## src/jtag_tap_pkg.sv

```systemverilog
// constants, states and instruction codes of the test access port
package jtag_tap_pkg;
    localparam int IR_W  = 4;
    localparam int ID_W  = 32;
    localparam int SYNC_W = 4;

    // instruction codes
    localparam logic [IR_W-1:0] INS_EXTEST = 4'h0;
    localparam logic [IR_W-1:0] INS_SAMPLE = 4'h1;
    localparam logic [IR_W-1:0] INS_IDCODE = 4'h2;
    localparam logic [IR_W-1:0] INS_CLAMP  = 4'h3;
    localparam logic [IR_W-1:0] INS_INTEST = 4'h4;
    localparam logic [IR_W-1:0] INS_USER1  = 4'h5;
    localparam logic [IR_W-1:0] INS_BYPASS = 4'hf;

    // values loaded at reset and capture
    localparam logic [IR_W-1:0] IR_RESET_VAL   = INS_IDCODE;
    localparam logic [SYNC_W-1:0] SYNC_RESET_VAL = 4'h8; // test reset inactive, test clock low
    localparam logic [IR_W-1:0] IR_CAPTURE_VAL = 4'h1;
    localparam logic [ID_W-1:0] ID_RESET_VAL   = 32'h0000_0000;

    // identification field positions
    localparam int ID_VER_LSB  = 28;
    localparam int ID_PART_LSB = 12;
    localparam int ID_MFR_LSB  = 1;

    // synchroniser bit positions
    localparam int S_TCK  = 0;
    localparam int S_TMS  = 1;
    localparam int S_TDI  = 2;
    localparam int S_TRST = 3;

    typedef enum logic [3:0] {
        TEST_LOGIC_RESET = 4'b1111,
        RUN_TEST_IDLE    = 4'b1100,
        SELECT_DR        = 4'b0111,
        CAPTURE_DR       = 4'b0110,
        SHIFT_DR         = 4'b0010,
        EXIT1_DR         = 4'b0001,
        PAUSE_DR         = 4'b0011,
        EXIT2_DR         = 4'b0000,
        UPDATE_DR        = 4'b0101,
        SELECT_IR        = 4'b0100,
        CAPTURE_IR       = 4'b1110,
        SHIFT_IR         = 4'b1010,
        EXIT1_IR         = 4'b1001,
        PAUSE_IR         = 4'b1011,
        EXIT2_IR         = 4'b1000,
        UPDATE_IR        = 4'b1101
    } tap_state_t;
endpackage

```

## src/jtag_tap_idcode.sv

```systemverilog
// test access port controller with instruction, bypass and identification registers
`timescale 1ns/100ps

// Summary of operation
// - stay in test logic reset when functional
// - reset state loads IDCODE instruction
// - TRST low forces reset without TCK
// - 32-bit ID with manufacturer, part, version
// - IDCODE selects ID register TDI to TDO
// - capture loads ID code, then shifts out
// - bit 0 leaves TDO first, MSB at TDI
// - BYPASS puts one-bit register in path
// - CLAMP uses bypass, boundary stays external
module jtag_tap_idcode #(
    parameter logic [3:0]  ID_VERSION = 4'h1,    // arbitrary value
    parameter logic [15:0] ID_PART    = 16'h1234, // arbitrary value
    parameter logic [10:0] ID_MFR     = 11'h055  // arbitrary value
) (
    input  wire logic clk,
    input  wire logic rst,
    input  wire logic tck,
    input  wire logic tms,
    input  wire logic tdi,
    input  wire logic trstN,
    output logic      tdo,
    output logic      tdoOe,
    output logic      tapInReset,
    output logic      extestMode
);
    logic [jtag_tap_pkg::SYNC_W-1:0] sync1_q;
    logic [jtag_tap_pkg::SYNC_W-1:0] sync2_q;
    logic                            tckDly_q;
    logic                            tckRise;
    logic                            tckFall;
    logic                            forceReset;
    jtag_tap_pkg::tap_state_t        state_q;
    jtag_tap_pkg::tap_state_t        state_d;
    logic [jtag_tap_pkg::IR_W-1:0]   ir_q;
    logic [jtag_tap_pkg::IR_W-1:0]   irShift_q;
    logic [jtag_tap_pkg::ID_W-1:0]   idShift_q;
    logic                            bypass_q;
    logic                            selId;
    logic                            tdo_q;
    logic                            tdoOe_q;
    logic                            extest_q;
    logic [jtag_tap_pkg::ID_W-1:0]   idCode;
    logic                            tmsS;
    logic                            tdiS;

    // fixed identification word, mandatory one in bit 0
    always_comb begin
        idCode                                                       = 32'h0000_0001;
        idCode[jtag_tap_pkg::ID_W-1:jtag_tap_pkg::ID_VER_LSB]        = ID_VERSION;
        idCode[jtag_tap_pkg::ID_VER_LSB-1:jtag_tap_pkg::ID_PART_LSB] = ID_PART;
        idCode[jtag_tap_pkg::ID_PART_LSB-1:jtag_tap_pkg::ID_MFR_LSB] = ID_MFR;
    end

    // two-stage synchronisers for all test pins
    // the test clock is sampled as data, so it must run well below the system clock
    always_ff @(posedge clk) begin
        if (rst) begin
            sync1_q <= jtag_tap_pkg::SYNC_RESET_VAL;
            sync2_q <= jtag_tap_pkg::SYNC_RESET_VAL;
        end else begin
            sync1_q <= {trstN, tdi, tms, tck};
            sync2_q <= sync1_q;
        end
    end

    // edge detector on the synchronised test clock
    // reset value matches the idle low level of the test clock, so no false edge
    always_ff @(posedge clk) begin
        if (rst) begin
            tckDly_q <= 1'b0;
        end else begin
            tckDly_q <= sync2_q[jtag_tap_pkg::S_TCK];
        end
    end

    // one-cycle strobes at each detected test clock edge
    assign tckRise    = sync2_q[jtag_tap_pkg::S_TCK] & ~tckDly_q;
    assign tckFall    = ~sync2_q[jtag_tap_pkg::S_TCK] & tckDly_q;

    // pin levels as seen at the detected edge
    assign tmsS       = sync2_q[jtag_tap_pkg::S_TMS];
    assign tdiS       = sync2_q[jtag_tap_pkg::S_TDI];

    // either reset source sends the controller home; test reset needs no test clock edge
    assign forceReset = rst | ~sync2_q[jtag_tap_pkg::S_TRST];

    // next state of the controller, advanced on each rising test clock
    always_comb begin
        state_d = state_q;
        case (state_q)
            jtag_tap_pkg::TEST_LOGIC_RESET: begin
                state_d = tmsS ? jtag_tap_pkg::TEST_LOGIC_RESET : jtag_tap_pkg::RUN_TEST_IDLE;
            end
            jtag_tap_pkg::RUN_TEST_IDLE: begin
                state_d = tmsS ? jtag_tap_pkg::SELECT_DR : jtag_tap_pkg::RUN_TEST_IDLE;
            end
            jtag_tap_pkg::SELECT_DR: begin
                state_d = tmsS ? jtag_tap_pkg::SELECT_IR : jtag_tap_pkg::CAPTURE_DR;
            end
            jtag_tap_pkg::CAPTURE_DR: begin
                state_d = tmsS ? jtag_tap_pkg::EXIT1_DR : jtag_tap_pkg::SHIFT_DR;
            end
            jtag_tap_pkg::SHIFT_DR: begin
                state_d = tmsS ? jtag_tap_pkg::EXIT1_DR : jtag_tap_pkg::SHIFT_DR;
            end
            jtag_tap_pkg::EXIT1_DR: begin
                state_d = tmsS ? jtag_tap_pkg::UPDATE_DR : jtag_tap_pkg::PAUSE_DR;
            end
            jtag_tap_pkg::PAUSE_DR: begin
                state_d = tmsS ? jtag_tap_pkg::EXIT2_DR : jtag_tap_pkg::PAUSE_DR;
            end
            jtag_tap_pkg::EXIT2_DR: begin
                state_d = tmsS ? jtag_tap_pkg::UPDATE_DR : jtag_tap_pkg::SHIFT_DR;
            end
            jtag_tap_pkg::UPDATE_DR: begin
                state_d = tmsS ? jtag_tap_pkg::SELECT_DR : jtag_tap_pkg::RUN_TEST_IDLE;
            end
            jtag_tap_pkg::SELECT_IR: begin
                state_d = tmsS ? jtag_tap_pkg::TEST_LOGIC_RESET : jtag_tap_pkg::CAPTURE_IR;
            end
            jtag_tap_pkg::CAPTURE_IR: begin
                state_d = tmsS ? jtag_tap_pkg::EXIT1_IR : jtag_tap_pkg::SHIFT_IR;
            end
            jtag_tap_pkg::SHIFT_IR: begin
                state_d = tmsS ? jtag_tap_pkg::EXIT1_IR : jtag_tap_pkg::SHIFT_IR;
            end
            jtag_tap_pkg::EXIT1_IR: begin
                state_d = tmsS ? jtag_tap_pkg::UPDATE_IR : jtag_tap_pkg::PAUSE_IR;
            end
            jtag_tap_pkg::PAUSE_IR: begin
                state_d = tmsS ? jtag_tap_pkg::EXIT2_IR : jtag_tap_pkg::PAUSE_IR;
            end
            jtag_tap_pkg::EXIT2_IR: begin
                state_d = tmsS ? jtag_tap_pkg::UPDATE_IR : jtag_tap_pkg::SHIFT_IR;
            end
            jtag_tap_pkg::UPDATE_IR: begin
                state_d = tmsS ? jtag_tap_pkg::SELECT_DR : jtag_tap_pkg::RUN_TEST_IDLE;
            end
            default: begin
                state_d = jtag_tap_pkg::TEST_LOGIC_RESET;
            end
        endcase
    end

    // controller state; test reset low acts on the system clock, no test clock edge needed
    // otherwise the state advances once per detected rising test clock
    always_ff @(posedge clk) begin
        if (forceReset) begin
            state_q <= jtag_tap_pkg::TEST_LOGIC_RESET;
        end else if (tckRise) begin
            state_q <= state_d;
        end
    end

    // instruction register and its shift stage
    // test logic reset reloads the default instruction on every clock it lasts
    always_ff @(posedge clk) begin
        if (forceReset || state_q == jtag_tap_pkg::TEST_LOGIC_RESET) begin
            ir_q      <= jtag_tap_pkg::IR_RESET_VAL;
            irShift_q <= jtag_tap_pkg::IR_CAPTURE_VAL;
        end else if (tckRise) begin
            case (state_q)
                jtag_tap_pkg::CAPTURE_IR: irShift_q <= jtag_tap_pkg::IR_CAPTURE_VAL;
                jtag_tap_pkg::SHIFT_IR:   irShift_q <= {tdiS, irShift_q[jtag_tap_pkg::IR_W-1:1]};
                jtag_tap_pkg::UPDATE_IR:  ir_q      <= irShift_q;
                default:                  irShift_q <= irShift_q;
            endcase
        end
    end

    // identification path only for IDCODE, every other instruction uses bypass
    // unknown codes fall back to the bypass register as well
    assign selId = (ir_q == jtag_tap_pkg::INS_IDCODE);

    // data registers: identification shifter and one-bit bypass
    always_ff @(posedge clk) begin
        if (forceReset) begin
            idShift_q <= jtag_tap_pkg::ID_RESET_VAL;
            bypass_q  <= 1'b0;
        end else if (tckRise) begin
            if (state_q == jtag_tap_pkg::CAPTURE_DR) begin
                idShift_q <= selId ? idCode : idShift_q;
                bypass_q  <= 1'b0;
            end else if (state_q == jtag_tap_pkg::SHIFT_DR) begin
                idShift_q <= {tdiS, idShift_q[jtag_tap_pkg::ID_W-1:1]};
                bypass_q  <= tdiS;
            end
        end
    end

    // boundary outputs held in external test mode under EXTEST and CLAMP
    always_ff @(posedge clk) begin
        if (forceReset) begin
            extest_q <= 1'b0;
        end else begin
            extest_q <= (ir_q == jtag_tap_pkg::INS_CLAMP) || (ir_q == jtag_tap_pkg::INS_EXTEST);
        end
    end

    // serial output changes only on falling test clock, driven in shift states
    // test reset releases tdo at once, without a falling test clock
    always_ff @(posedge clk) begin
        if (forceReset) begin
            tdo_q   <= 1'b0;
            tdoOe_q <= 1'b0;
        end else if (tckFall) begin
            tdoOe_q <= (state_q == jtag_tap_pkg::SHIFT_DR) || (state_q == jtag_tap_pkg::SHIFT_IR);
            if (state_q == jtag_tap_pkg::SHIFT_IR) begin
                tdo_q <= irShift_q[0];
            end else if (state_q == jtag_tap_pkg::SHIFT_DR) begin
                tdo_q <= selId ? idShift_q[0] : bypass_q;
            end
        end
    end

    // outputs straight from the registers and the state decode
    assign tdo        = tdo_q;
    assign tdoOe      = tdoOe_q;
    assign tapInReset = (state_q == jtag_tap_pkg::TEST_LOGIC_RESET);
    assign extestMode = extest_q;
endmodule

```

## config.mk

```make
export PLATFORM = sky130hd
export DESIGN_NAME = jtag_tap_idcode
export DESIGN_NICKNAME = d
export VERILOG_FILES = /design/src/jtag_tap_pkg.sv /design/src/jtag_tap_idcode.sv
export SDC_FILE = /design/constraint.sdc
export NUM_CORES = 1
export LEC_CHECK = 0
export BUFFER_PORTS_ARGS = -buffer_cell sky130_fd_sc_hd__buf_4
export CORE_ASPECT_RATIO = 0.7
export CORE_MARGIN = 3
export CORE_UTILIZATION = 54
export CTS_CLUSTER_SIZE = 10
export DETAILED_ROUTE_END_ITERATION = 6
export GPL_TIMING_DRIVEN = 1
export PLACE_DENSITY = 0.77
export SLEW_MARGIN = 20
export SYNTH_ARGS = -nofsm -noshare
export SYNTH_HDL_FRONTEND = slang
export SYNTH_SLANG_ARGS = --single-unit
```

## constraint.sdc

```tcl
create_clock -name clk -period 1.38 [get_ports clk]
set_clock_uncertainty 0.1 [all_clocks]
set_input_delay 0.069 -clock clk [delete_from_list [all_inputs] [get_ports clk]]
set_output_delay 0.069 -clock clk [all_outputs]
set_load 0.05 [all_outputs]
```

==> results of run 1 <==
==> routing by layer <==
layer	vias to the layer above	track usage, %
met2	52	38.3
met1	931	26.5
met5	-	0
met3	12	8.01
met4	0	11.3
li1	981	-
==> power by group through the flow <==
stage	clock network [mW]	registers [mW]	logic (mW)
2_1_floorplan	0	1.70	0.0908
3_3_place_gp	0	1.71	0.153
3_5_place_dp	0	1.71	0.156
4_1_cts	1.57	1.67	0.180
5_1_grt	1.65	1.67	0.220
6_report	1.54	1.67	0.206
==> cells in the final DEF (no fill, tap or decap), drive strengths merged, types with 2 or more instances in the layout <==
cell type and n:
clkinv 2, dfxtp 57, nor4b 2, clkinvlp 2, nor2 23, nor2b 13
nor3 24, buf 52, nand2b 3, a21oi 28, xor2 2, o21ai 6
dlygate4sd3 8, or2 2, nand2 28, mux2i 8, clkbuf 11, nand3 23
==> logic make-up after synthesis <==
| logic type | Yosys count | share of synthesized area, % |
|---|---|---|
| AND/OR/NAND/NOR | 126 | 31.6 |
| flip-flops | 57 | 49.1 |
| AO/OA/AOI/OAI | 40 | 9.85 |
| buffers and inverters | 21 | 5.22 |
| multiplexers | 8 | 3.44 |
| XOR/XNOR | 2 | 0.754 |
==> synthesized netlist by cell type, drive strengths merged <==
cell	instances
clkbuf	10
nor3	24
mux2i	8
nand4	1
o2111a	1
nand2	28
a41oi	1
dfxtp	57
a21o	1
nor2b	13
a2bb2oi	1
and4b	1
and4bb	1
o2111ai	1
nor4bb	1
xor2	2
nand3	23
inv	1
nor2	23
o21ai	6
nand2b	3
nor4b	2
nand3b	1
o22ai	1
nor3b	1
and3b	1
or2	2
buf	10
nor4	1
a21oi	28
==> worst paths after layout <==
path,depth (start not counted),slack [ps],to
worst max register to register,6,-210,idShift_q[8]$_SDFFE_PP0P_
worst max-delay path,6,-210,idShift_q[8]$_SDFFE_PP0P_
worst min register to register,1,330,sync2_q[1]$_SDFF_PP0_
worst min-delay path,1,330,sync2_q[1]$_SDFF_PP0_
==> sequential cells by signal (all words and copies together), names as in the netlist <==
register,count
tckDly_q,1
tdo,1
sync2_q,4
sync1_q,4
state_q,4
bypass_q,1
extestMode,1
idShift_q,32
ir_q,4
irShift_q,4
tdoOe,1
==> timing repair <==
item	4_1_cts	5_1_grt
setup endpoints to repair	42	43
cloned	2	1
endpoints found under the hold margin	11	0
hold buffers	8	0
buffers inserted	1	7
gates resized for setup	18	41
pin swaps	5	15
==> metrics by stage <==
step | total power, mW | setup slack [ps] | utilization [%] | TNS, ps | std cells
detailed placement | 1.86 | -189 | 67.5 | -5020 | 328
CTS | 3.42 | -177 | 76.8 | -5280 | 355
global placement | 1.86 | -145 | 67.5 | -3600 | 328
floorplan | 1.79 | -84.9 | - | -1470 | 254
global route | 3.55 | -305 | 82.4 | -9080 | 362
finish | 3.42 | -210 | 82.4 | -6190 | 362
==> cell type report <==
| cell class | count | area, sq um | share of cell area, % |
|---|---|---|---|
| repair buffers | 60 | 548 | 16.5 |
| clock buffers | 11 | 141 | 4.25 |
| well taps | 52 | 65.1 | 1.95 |
| multi-input cells | 176 | 1360 | 40.8 |
| inverters | 1 | 3.75 | 0.113 |
| clock inverters | 5 | 55.1 | 1.65 |
| flip-flops and latches | 57 | 1160 | 34.7 |
==> impl.org, run 1 <==
** Floorplan
- Die Area :: 5140 sq um
- In this run the core area contains 19 standard-cell rows.
- Pin placement for this block handled 10 I/O pins.
- Die Span X :: 84.4 um
- Once the floorplan was initialized, standard cells occupied 57.5% of the core.
- The region available for standard cell placement spans 4040 sq um.
- From bottom edge to top edge, the die measures 60.9 um.

** Pwr
- The clock network burns 45.0% of the power.
- Net switching power of the design :: 0.781 mW
- Summed over all cells, the static leakage comes to 1.19 nW.
- The worst-case IR drop observed on VDD is 1070 uV.
- Internal power comes to 2.64 mW.
- Per report_power, the combinational group accounts for 6.0% of the total.
- Registers are responsible for 48.9% of the overall power.
- Power per cell area :: 1030 nW/um^2
- Net switching is 22.9% of the power.

** Drt
- Dividing the detail-routed via count by the number of cells gives 5.46.
- After detailed routing, the average wire length per cell comes to 15.7 um.
- The routed layout has 1976 vias.
- Uppermost signal routing layer after detailed routing :: met4
- Violation count after the first detailed-route iteration :: 102
- In the routed design, unresolved DRC markers number 0.
- Number of routed nets with antenna violations :: 0
- After detailed routing, the met3 layer carries 298 um of wire.
- The pre-antenna-repair detailed-routing pass consisted of 4 iterations.
- For this block, wires on met1 add up to 2.44 mm.
- Met2 routed wirelength :: 2.89 mm
- Sum of routed wire length over all layers :: 5.70 mm

** Global route
- Entering global routing, the biggest net connects 23 pins.
- The initial antenna violation count came to 0.
- Vias in the first global route :: 1823
- Global-route wire length before repair :: 8.73 mm
- Summed over all layers, the global routing overflow is 0.
- Global routing used 22.7% of the available tracks across all layers.

** Logic synthesis
- Post-synthesis register bit count :: 57
- Avg Inst Size Synth :: 9.15 sq um
- Post-synthesis cell type count :: 38
- Post-synthesis cell type with the largest combined area :: sky130_fd_sc_hd__dfxtp_1
- Synthesis produced a netlist with a net count of 260.
- Count of mapped cells out of synthesis :: 254
- Post-synthesis instance area :: 2320 sq um
- The Yosys step of the flow raised 0 warnings.
- Cell types with the largest area share after synthesis :: sky130_fd_sc_hd__dfxtp_1 49%, sky130_fd_sc_hd__nor3_2 7.8%, sky130_fd_sc_hd__a21oi_1 6.0%
- Post-synth top area share :: 49.1%
- Of the synthesized area, sequential elements account for 49.1%.

** Worst setup path
- Critical path's top delay family :: compound AO/OA/AOI/OAI gates
- For the worst setup path, the data required time is 1550 ps.
- Launch instance of the worst register-to-register path :: ir_q[3]$_SDFFE_PP0P_
- For this design, the slowest cell found on the critical path is sky130_fd_sc_hd__dfxtp_2.
- Along the worst path, the maximum fanout reaches 22.
- Traced cell by cell, the critical path runs through nor4b_4, buf_4, o2111a_2, buf_12, nand3_2, a21oi_1.
- Data on the critical path arrives at its endpoint at 1760 ps.
- In this design, the stage delay of the slowest critical-path cell is 340 ps.
- Category of the worst setup path launch point :: flop
- Crit path launch :: ir_q[3]$_SDFFE_PP0P_
- Crit path buffers/inverters :: 2
- The worst setup path is captured at a flop.
- The setup path with the least slack is of type flop to flop.

** STA
- The final number of hold-violating endpoints is 0.
- Timing-limited maximum frequency :: 0.629 GHz
- Relative slew slack :: 76.0%
- Max-slew violation count :: 0
- Setup violations remaining at the end of the flow were counted as 34.
- At the pin with the least slew margin, the transition time is 355 ps.
- In the finished design, the share of the clock period the worst path needs comes to 115%.
- Across all hold checks on the routed design, the worst slack comes to 333 ps.
- Final setup margin :: -210 ps
- Subtracting the final worst setup slack from the clock period gives 1590 ps.
- Setup repair after global routing could not meet its margin everywhere.

** Outcome
- The checks that failed: negative setup slack.
- Result of the run :: complete, but fails checks

** Final layout
- Fraction of layout instances using a drive strength above 1 :: 45.5%
- Fill cells in the final layout number 235.
- The final layout contains 311 nets.
- Post-synthesis to final-layout area growth :: 43.2%
- Antenna cells :: 0
- Finished layout cell area :: 3330 sq um

** Clocking
- For this design, the sink count on the clock tree is 57.
- Clock-pin slew was measured on the worst setup and hold paths at 60 ps.
- TritonCTS built the clock tree.
- Deepest clock path buffer count :: 2
- Number of buffers created by CTS :: 9
- Clock latency of the later-clocked register in the worst-skew pair :: 330 ps
- Root cell of the clock tree :: sky130_fd_sc_hd__clkbuf_8
- The H-tree was split into 3 levels.

** Place
- In this run the tool buffered the top-level ports with 9 buffer cells.
- Placement Cell Area :: 2730 sq um
- Last weighted congestion value of the routability-driven placer :: 0.833
- Half-perimeter wire length of the detailed placement result :: 3.02 mm

** Run
- Max-cap violations in this run came to 0.

** Worst hold path
- Hold WC Path Type :: flop to flop
- Hold Path Origin :: sync1_q[1]$_SDFF_PP0_
(Power assumes the default switching activity.)
==> run 2: changes to the inputs <==
==> constraint.sdc (replaced) <==
create_clock -name clk -period 1.3 [get_ports clk]
set_clock_uncertainty 0.1 [all_clocks]
set_input_delay 0.065 -clock clk [delete_from_list [all_inputs] [get_ports clk]]
set_output_delay 0.065 -clock clk [all_outputs]
set_load 0.05 [all_outputs]
==> run 2 against run 1 <==
Net effect: the flow still finishes with violations (negative setup slack); sequential power is 6% higher; hold slack improved by 4.9 ps; design area grew 5.7%; die area unchanged; clock power is 16% higher; non-clock buffer count grew 9; core utilization increased by 4.7 points.
==> impl.org, run 2 (synthesized netlist as in run 1, its figures left out) <==
** Run
- The max-cap check violation count was 0 (unchanged).

** Pwr
- Total power :: 3.84 mW (+12%)
- Power per cell area :: 1090 nW/um^2 (+6.3%)
- Worst IR Drop VDD :: 1040 uV (-3.1%)
- Reported leakage power :: 1.29 nW (+8.0%)

** Global route
- Largest net degree at the start of global routing :: 33 (+43%)
- The via count of the first global-routing pass is 2095 (+15%).
- The global router's overall resource usage came to 26.9% (+4.2 points).
- The global-route wire length before repair was 10.3 mm (+18%).
- Remaining global-route overflow :: 0 (unchanged)
- The initial antenna violation count came to 0 (unchanged).

** Drt
- The DRC violation count after routing is 0 (unchanged).
- The number of antenna-violating nets in the routed design is 0 (unchanged).
- Violation count after the first detailed-route iteration :: 156 (+53%)
- The total via count after detailed routing was 2272 (+15%).
- Average wire per standard cell :: 20.4 um (+29%)
- Vias per Instance :: 6.14 (+12%)
- Sum of routed wire length over all layers :: 7.54 mm (+32%)
- The number of iterations in the first detailed-routing pass came to 5 (+1).

** Floorplan
- The effective utilization at floorplan is 57.5% (unchanged).
- Chip Height :: 60.9 um (unchanged)
- Die Span X :: 84.4 um (unchanged)
- Top Ports :: 10 (unchanged)
- Site row count :: 19 (unchanged)
- Floorplan Core Area :: 4040 sq um (unchanged)
- Die Area :: 5140 sq um (unchanged)

** Clocking
- Clock latency of the later-clocked register in the worst-skew pair :: 350 ps (+20 ps)
- The clock sink count is 57 (unchanged).
- TritonCTS built the clock tree.
- The register clock-pin slew on the reported worst setup and hold paths came to 70 ps (about the same).
- Deepest clock path buffer count :: 2 (unchanged)
- Root cell of the clock tree :: sky130_fd_sc_hd__clkbuf_8
- The maximum level of the CTS H-tree was 3 (unchanged).
- Number of buffers created by CTS :: 9 (unchanged)

** Final layout
- Register bank with the most flops :: idShift_q
- Fraction of layout instances using a drive strength above 1 :: 54.7% (+9.2 points)
- Relative to the synthesized area, the layout overhead comes to 51.3%.
- The number of flip-flops in the largest register is 32 (unchanged).
- The library cells used most frequently in the layout, excluding fill and tap cells, are 49 x sky130_fd_sc_hd__dfxtp_1, 37 x sky130_fd_sc_hd__buf_4, 24 x sky130_fd_sc_hd__nand2_1.
- Leaving out fill and tap cells, the most frequent cell in the layout is sky130_fd_sc_hd__dfxtp_1.
- The post-layout net count came to 320 (+2.9%).
- The core occupancy in the finished layout is 87.1% (+4.7 points).
- Fill cells :: 172 (-27%)
- The antenna cell count was 0 (unchanged).

** Worst setup path
- The biggest fanout along the worst timing path is 32 (+45%).
- The cell that appears most often on the critical path is sky130_fd_sc_hd__nor3_2.
- The count of buffer and inverter cells on the critical path was 2 (unchanged).
- Biggest cell delay along the critical path :: 340 ps (about the same)
- The largest individual stage delay along the critical path comes from the cell sky130_fd_sc_hd__dfxtp_1.
- The worst setup path is launched from a flop.
- The endpoint required time on the critical path was 1430 ps (-120 ps).
- The critical path ends at idShift_q[17]$_SDFFE_PP0P_.
- In this design, the largest share of critical-path delay is due to simple AND/OR/NAND/NOR gates.
- The signal on the critical path passes through nor4b_4, buf_4, o2111ai_2, buf_12, nor3_2, nor3_2.
- R2r endpoint :: idShift_q[17]$_SDFFE_PP0P_
- Arrival @ worst endpoint :: 1790 ps (+30 ps)
- The critical path is of the flop to flop type.
- Launch instance of the worst register-to-register path :: ir_q[0]$_SDFFE_PP0P_
- FF-to-FF setup slack :: -360 ps (-150 ps)
- Cell count along the critical path :: 6 (unchanged)
- The worst reg-to-reg path cell count was 6 (unchanged).
- Crit path launch :: ir_q[0]$_SDFFE_PP0P_
- STA classifies the critical path endpoint as a flop.

** STA
- The minimum period implied by the final worst setup slack came to 1660 ps (+67.6 ps).
- Setup repair after global routing could not meet its margin everywhere.
- The setup TNS after final layout was -10970 ps (-4780 ps).
- The transition time at the pin with the least slew margin is 414 ps (+59.0 ps).
- Max-slew violation count :: 0 (unchanged)
- Count of final hold-check violations :: 0 (unchanged)
- Number of setup violations in the final report :: 47 (+38%)
- The portion of the clock cycle consumed by the worst path in the final layout is 127% (+12 points).
- Relative slew slack :: 72.0% (-4.0 points)
- Timing-limited maximum frequency :: 0.603 GHz (-4.1%)
- Final setup margin :: -357 ps (-148 ps)

** Place
- Worst slack at placement :: -298 ps (-109 ps)
- The total half-perimeter wirelength after legalization and detailed placement was 3.18 mm (+5.3%).
- The number of port buffers is 9 (unchanged).
- Last weighted congestion value of the routability-driven placer :: 0.810 (-2.7%)

** Worst hold path
- The path class of the tightest hold or removal check is flop to flop.

** Outcome
- The flow ran to the end, but the final reports show violations.
- The final reports fail on negative setup slack.
-- run 2: metrics by stage --
step / instance area [sq um] / hold WS (ps) / cells
2_1_floorplan: 2450 / 68.8 / 254
3_3_place_gp: 2810 / 150 / 333
3_5_place_dp: 2810 / 159 / 333
4_1_cts: 3320 / 326 / 366
5_1_grt: 3520 / 342 / 370
6_report: 3520 / 338 / 370
-- run 2: cell type report --
| class | count | area (sq um) | share of cell area, % |
|---|---|---|---|
| timing repair buffer | 69 | 688 | 19.6 |
| inverter | 1 | 3.75 | 0.107 |
| clock inverter | 5 | 81.3 | 2.31 |
| sequential | 57 | 1160 | 32.9 |
| tap | 52 | 65.1 | 1.85 |
| multi-input combinational | 176 | 1400 | 39.7 |
| clock buffer | 10 | 128 | 3.63 |
-- run 2: worst min path at each step --
| stage | start | end | slack, ps | depth (start not counted) |
|---|---|---|---|---|
| 4_1_cts | sync1_q[3]$_SDFF_PP1_ | sync2_q[3]$_SDFF_PP1_ | 330 | 1 |
| 2_1_floorplan | trstN | sync1_q[3]$_SDFF_PP1_ | 70 | 1 |
| 3_5_place_dp | trstN | sync1_q[3]$_SDFF_PP1_ | 160 | 2 |
| 3_3_place_gp | trstN | sync1_q[3]$_SDFF_PP1_ | 150 | 2 |
| 6_report | sync1_q[3]$_SDFF_PP1_ | sync2_q[3]$_SDFF_PP1_ | 340 | 1 |
| 5_1_grt | trstN | sync1_q[3]$_SDFF_PP1_ | 340 | 3 |
-- run 2: layer usage --
metal	vias up	part of all wire (%)	global-route usage, %
met2	154	46	46.0
li1	997	-	-
met4	0	5.0	11.7
met1	1076	40	29.8
met5	-	0	0
met3	45	8.9	12.2
-- run 2: where the power goes --
| group | internal, mW | switching, mW |
|---|---|---|
| combinational | 0.132 | 0.141 |
| sequential | 1.76 | 0.0122 |
| clock | 1.07 | 0.726 |
| total | 2.96 | 0.879 |
-- run 2: what timing repair did --
item,CTS,global route
endpoints found under the hold margin,9,0
buffers inserted,9,8
gates cloned,1,1
resized for setup,35,46
setup endpoints to repair,44,50
hold buffers,8,0
pin swaps,8,23
==> run 3: changes to the inputs <==
--- a/config.mk
+++ b/config.mk
@@ -6,13 +6,16 @@
 export NUM_CORES = 1
 export LEC_CHECK = 0
 export BUFFER_PORTS_ARGS = -buffer_cell sky130_fd_sc_hd__buf_4
+export CELL_PAD_IN_SITES_DETAIL_PLACEMENT = 1
+export CELL_PAD_IN_SITES_GLOBAL_PLACEMENT = 1
 export CORE_ASPECT_RATIO = 0.7
 export CORE_MARGIN = 3
-export CORE_UTILIZATION = 54
+export CORE_UTILIZATION = 42
 export CTS_CLUSTER_SIZE = 10
 export DETAILED_ROUTE_END_ITERATION = 6
 export GPL_TIMING_DRIVEN = 1
 export PLACE_DENSITY = 0.77
+export SETUP_SLACK_MARGIN = 0.1
 export SLEW_MARGIN = 20
 export SYNTH_ARGS = -nofsm -noshare
 export SYNTH_HDL_FRONTEND = slang
==> run 3 against run 2 <==
Net effect: the run still ends with negative setup slack left; sequential power about the same; critical endpoint is now idShift_q[28]$_SDFFE_PP0P_; design area decreased by 2.1%; total power decreased by 5.6%.
==> impl.org, run 3 (synthesized netlist as in run 1, its figures left out) <==
** Place
- The number of port buffers came to 9 (unchanged).
- Half-perimeter wire length of the detailed placement result :: 3.83 mm (+20%)
- The final weighted congestion of routability-driven global placement is 0.724 (-11%).

** STA
- Setup repair after global routing missed its margin :: yes
- Max-slew violation count :: 0 (unchanged)
- The number of endpoints failing setup at the final stage is 46 (-2.1%).
- Final setup margin :: -406 ps (-48.7 ps)
- Relative slew slack :: 75.7% (+3.7 points)
- Count of final hold-check violations :: 0 (unchanged)
- The minimum period implied by the final worst setup slack is 1710 ps (+48.7 ps).
- The highest clock rate was 0.586 GHz (-2.9%).
- The transition time at the pin with the least slew margin is 364 ps (-49.6 ps).
- Period Utilization, post-route :: 131% (+3.7 points)

** Worst setup path
- List of cells traversed by the critical path :: nor4b_4, o2111ai_2, buf_4, nor3_2, nor3_2
- The worst setup path is captured at a flop.
- The biggest fanout along the worst timing path came to 8 (-75%).
- Crit Path Class :: flop to flop
- The most numerous cell type found on the critical path is sky130_fd_sc_hd__nor3_2.
- The endpoint required time on the critical path was 1420 ps (about the same).
- Cell type of the slowest stage on the worst timing path :: sky130_fd_sc_hd__nor4b_4
- The count of buffer and inverter cells on the critical path came to 1 (-1).
- The cell family contributing the most delay on the critical path is simple AND/OR/NAND/NOR gates.
- The biggest cell delay along the critical path is 350 ps (about the same).
- Category of the worst setup path launch point :: flop
- Arrival @ worst endpoint :: 1830 ps (+40 ps)

** Floorplan
- Effective utilization at floorplan :: 46.1% (-11 points)
- Die Area :: 6480 sq um (+26%)
- Top Ports :: 10 (unchanged)
- Site row count :: 21 (+2)
- Chip Height :: 68.2 um (+12%)
- Floorplan Core Area :: 5040 sq um (+25%)
- Die Span X :: 94.9 um (+12%)

** Final layout
- In the layout the commonest cells are 50 x sky130_fd_sc_hd__dfxtp_1, 41 x sky130_fd_sc_hd__buf_4, 22 x sky130_fd_sc_hd__nand2_1.
- The antenna cell count was 0 (unchanged).
- More flip-flops sit in one register than any other, and that register is idShift_q.
- Utilization of the core after routing :: 68.3% (-19 points)
- Final net count :: 319 (-0.31%)
- Most common cell after layout, fill and taps aside :: sky130_fd_sc_hd__dfxtp_1
- Flip-flop count of the largest register after layout :: 32 (unchanged)
- Fill cells :: 524 (+200%)
- Fraction of layout instances using a drive strength above 1 :: 53.0% (-1.7 points)
- Post-synthesis to final-layout area growth :: 48.2%

** Global route
- Antenna violations before repair :: 0 (unchanged)
- The aggregate global routing overflow was 0 (unchanged).
- Largest net degree at the start of global routing :: 28 (-15%)
- The via count of the first global-routing pass came to 2271 (+8.4%).
- The global router's overall resource usage was 24.7% (-2.2 points).
- Global-route wire length before repair :: 11.7 mm (+14%)

** Clocking
- Number of buffers created by CTS :: 9 (unchanged)
- The maximum buffer depth of the clock tree came to 2 (unchanged).
- TritonCTS built the clock tree.
- The maximum level of the CTS H-tree was 3 (unchanged).
- Root cell of the clock tree :: sky130_fd_sc_hd__clkbuf_8
- Clock latency of the later-clocked register in the worst-skew pair :: 340 ps (about the same)
- The register clock-pin slew on the reported worst setup and hold paths was 60 ps (about the same).
- The clock sink count came to 57 (unchanged).

** Run
- The max-cap check violation count is 0 (unchanged).

** Pwr
- Worst IR Drop VDD :: 946 uV (-8.6%)
- The power share of the sequential group came to 49.0% (+2.8 points).
- The portion of total power attributed to combinational logic was 7.5% (+0.4 points).
- The switching part of the total is 24.0% (+1.1 points).
- The internal power consumption came to 2.75 mW (-6.9%).
- Total power :: 3.62 mW (-5.6%)
- Net switching power of the design :: 0.868 mW (-1.3%)
- Reported leakage power :: 1.26 nW (-2.2%)
- Clk pwr share :: 43.5% (-3.2 points)
- The power per unit of standard cell area came to 1050 nW/um^2 (-3.7%).

** Drt
- The total via count after detailed routing came to 2188 (-3.7%).
- Number of routed nets with antenna violations :: 0 (unchanged)
- The number of DRC markers after the initial detailed-route iteration was 141 (-9.6%).
- The detail-routed via count per cell is 5.67 (-7.7%).
- The DRC violation count after routing was 0 (unchanged).
- Sum of routed wire length over all layers :: 8.81 mm (+17%)
- The number of iterations in the first detailed-routing pass is 4 (-1).
- Average wire per standard cell :: 22.8 um (+12%)

** Worst hold path
- The tightest min-delay check is of the input pin to flop type.

** Outcome
- The run finished, with violations left.
- Failing checks :: negative setup slack
-- run 3: changes by cell type in the layout (fill, tap and decap cells not counted), moves of 2 or more --
cell                       before  now
sky130_fd_sc_hd__buf_4         37   41
sky130_fd_sc_hd__a21oi_1        9   16
sky130_fd_sc_hd__nor3_2        22   18
sky130_fd_sc_hd__buf_12         5    3
sky130_fd_sc_hd__nor2_2         2    5
sky130_fd_sc_hd__a21oi_2       18   10
sky130_fd_sc_hd__nand2_1       24   22
sky130_fd_sc_hd__nor3_1         1    3
sky130_fd_sc_hd__nor2_1        20   16
sky130_fd_sc_hd__clkinv_2       1    3
sky130_fd_sc_hd__nor3_4         1    3
sky130_fd_sc_hd__buf_6         20   18
-- run 3: power groups by stage --
| stage | registers, mW | logic [mW] | clock network [mW] |
|---|---|---|---|
| finish | 1.77 | 0.272 | 1.58 |
| global route | 1.77 | 0.285 | 1.69 |
| detailed placement | 1.81 | 0.185 | 0 |
| CTS | 1.77 | 0.217 | 1.57 |
| floorplan | 1.81 | 0.101 | 0 |
| global placement | 1.81 | 0.178 | 0 |
-- run 3: worst register-to-register path, delay by kind of cell, from the launching register on --
kind,cells,cell delay [ps]
and+or+nand+nor,3,650
DFF,1,340
buffers and inverters,1,260
AOI/OAI and AO/OA,1,250
-- run 3: metrics by stage --
step / cells / instance area (sq um) / setup TNS (ps) / setup slack (ps) / hold WS (ps)
final: 386 / 3450 / -11380 / -406 / 17.3
after global routing: 386 / 3450 / -14370 / -487 / 28.2
after CTS: 375 / 3240 / -8650 / -306 / 8.17
after detailed placement: 349 / 2800 / -8060 / -269 / 161
after global placement: 349 / 2800 / -6760 / -238 / 151
after floorplan: 254 / 2460 / -4210 / -165 / 68.8
-- run 3: final cells by class --
| type | count | area [sq um] | share of cell area [%] |
|---|---|---|---|
| Multi-Input combinational cell | 176 | 1390 | 40.3 |
| Sequential cell | 57 | 1150 | 33.5 |
| Timing Repair Buffer | 68 | 636 | 18.4 |
| Clock buffer | 11 | 131 | 3.81 |
| Tap cell | 69 | 86.3 | 2.51 |
| Clock inverter | 4 | 45.0 | 1.31 |
| Inverter | 1 | 3.75 | 0.109 |
-- run 3: per-layer routing --
metal | GRT usage [%] | vias up | part of all wire, %
li1 | - | 990 | -
met1 | 26.9 | 1091 | 42
met2 | 45.1 | 80 | 50
met3 | 8.02 | 27 | 4.7
met4 | 9.71 | 0 | 2.7
met5 | 0 | - | 0
-- run 3: final timing paths --
| check | from | endpoint | slack, ps | cells past startpoint |
|---|---|---|---|---|
| max | ir_q[2]$_SDFFE_PP0P_ | idShift_q[28]$_SDFFE_PP0P_ | -410 | 5 |
| min | rst | tdoOe$_SDFFE_PP0P_ | 20 | 3 |
| max reg2reg | ir_q[2]$_SDFFE_PP0P_ | idShift_q[28]$_SDFFE_PP0P_ | -410 | 5 |
| min reg2reg | sync1_q[3]$_SDFF_PP1_ | sync2_q[3]$_SDFF_PP1_ | 320 | 1 |
-- run 3: timing repair --
| action | in CTS | in global routing |
|---|---|---|
| hold buffers | 5 | 0 |
| setup endpoints to repair | 48 | 48 |
| resized for setup | 44 | 34 |
| gates cloned | 1 | 0 |
| pin swaps | 15 | 11 |
| setup buffers | 5 | 12 |
| endpoints found under the hold margin | 9 | 0 |
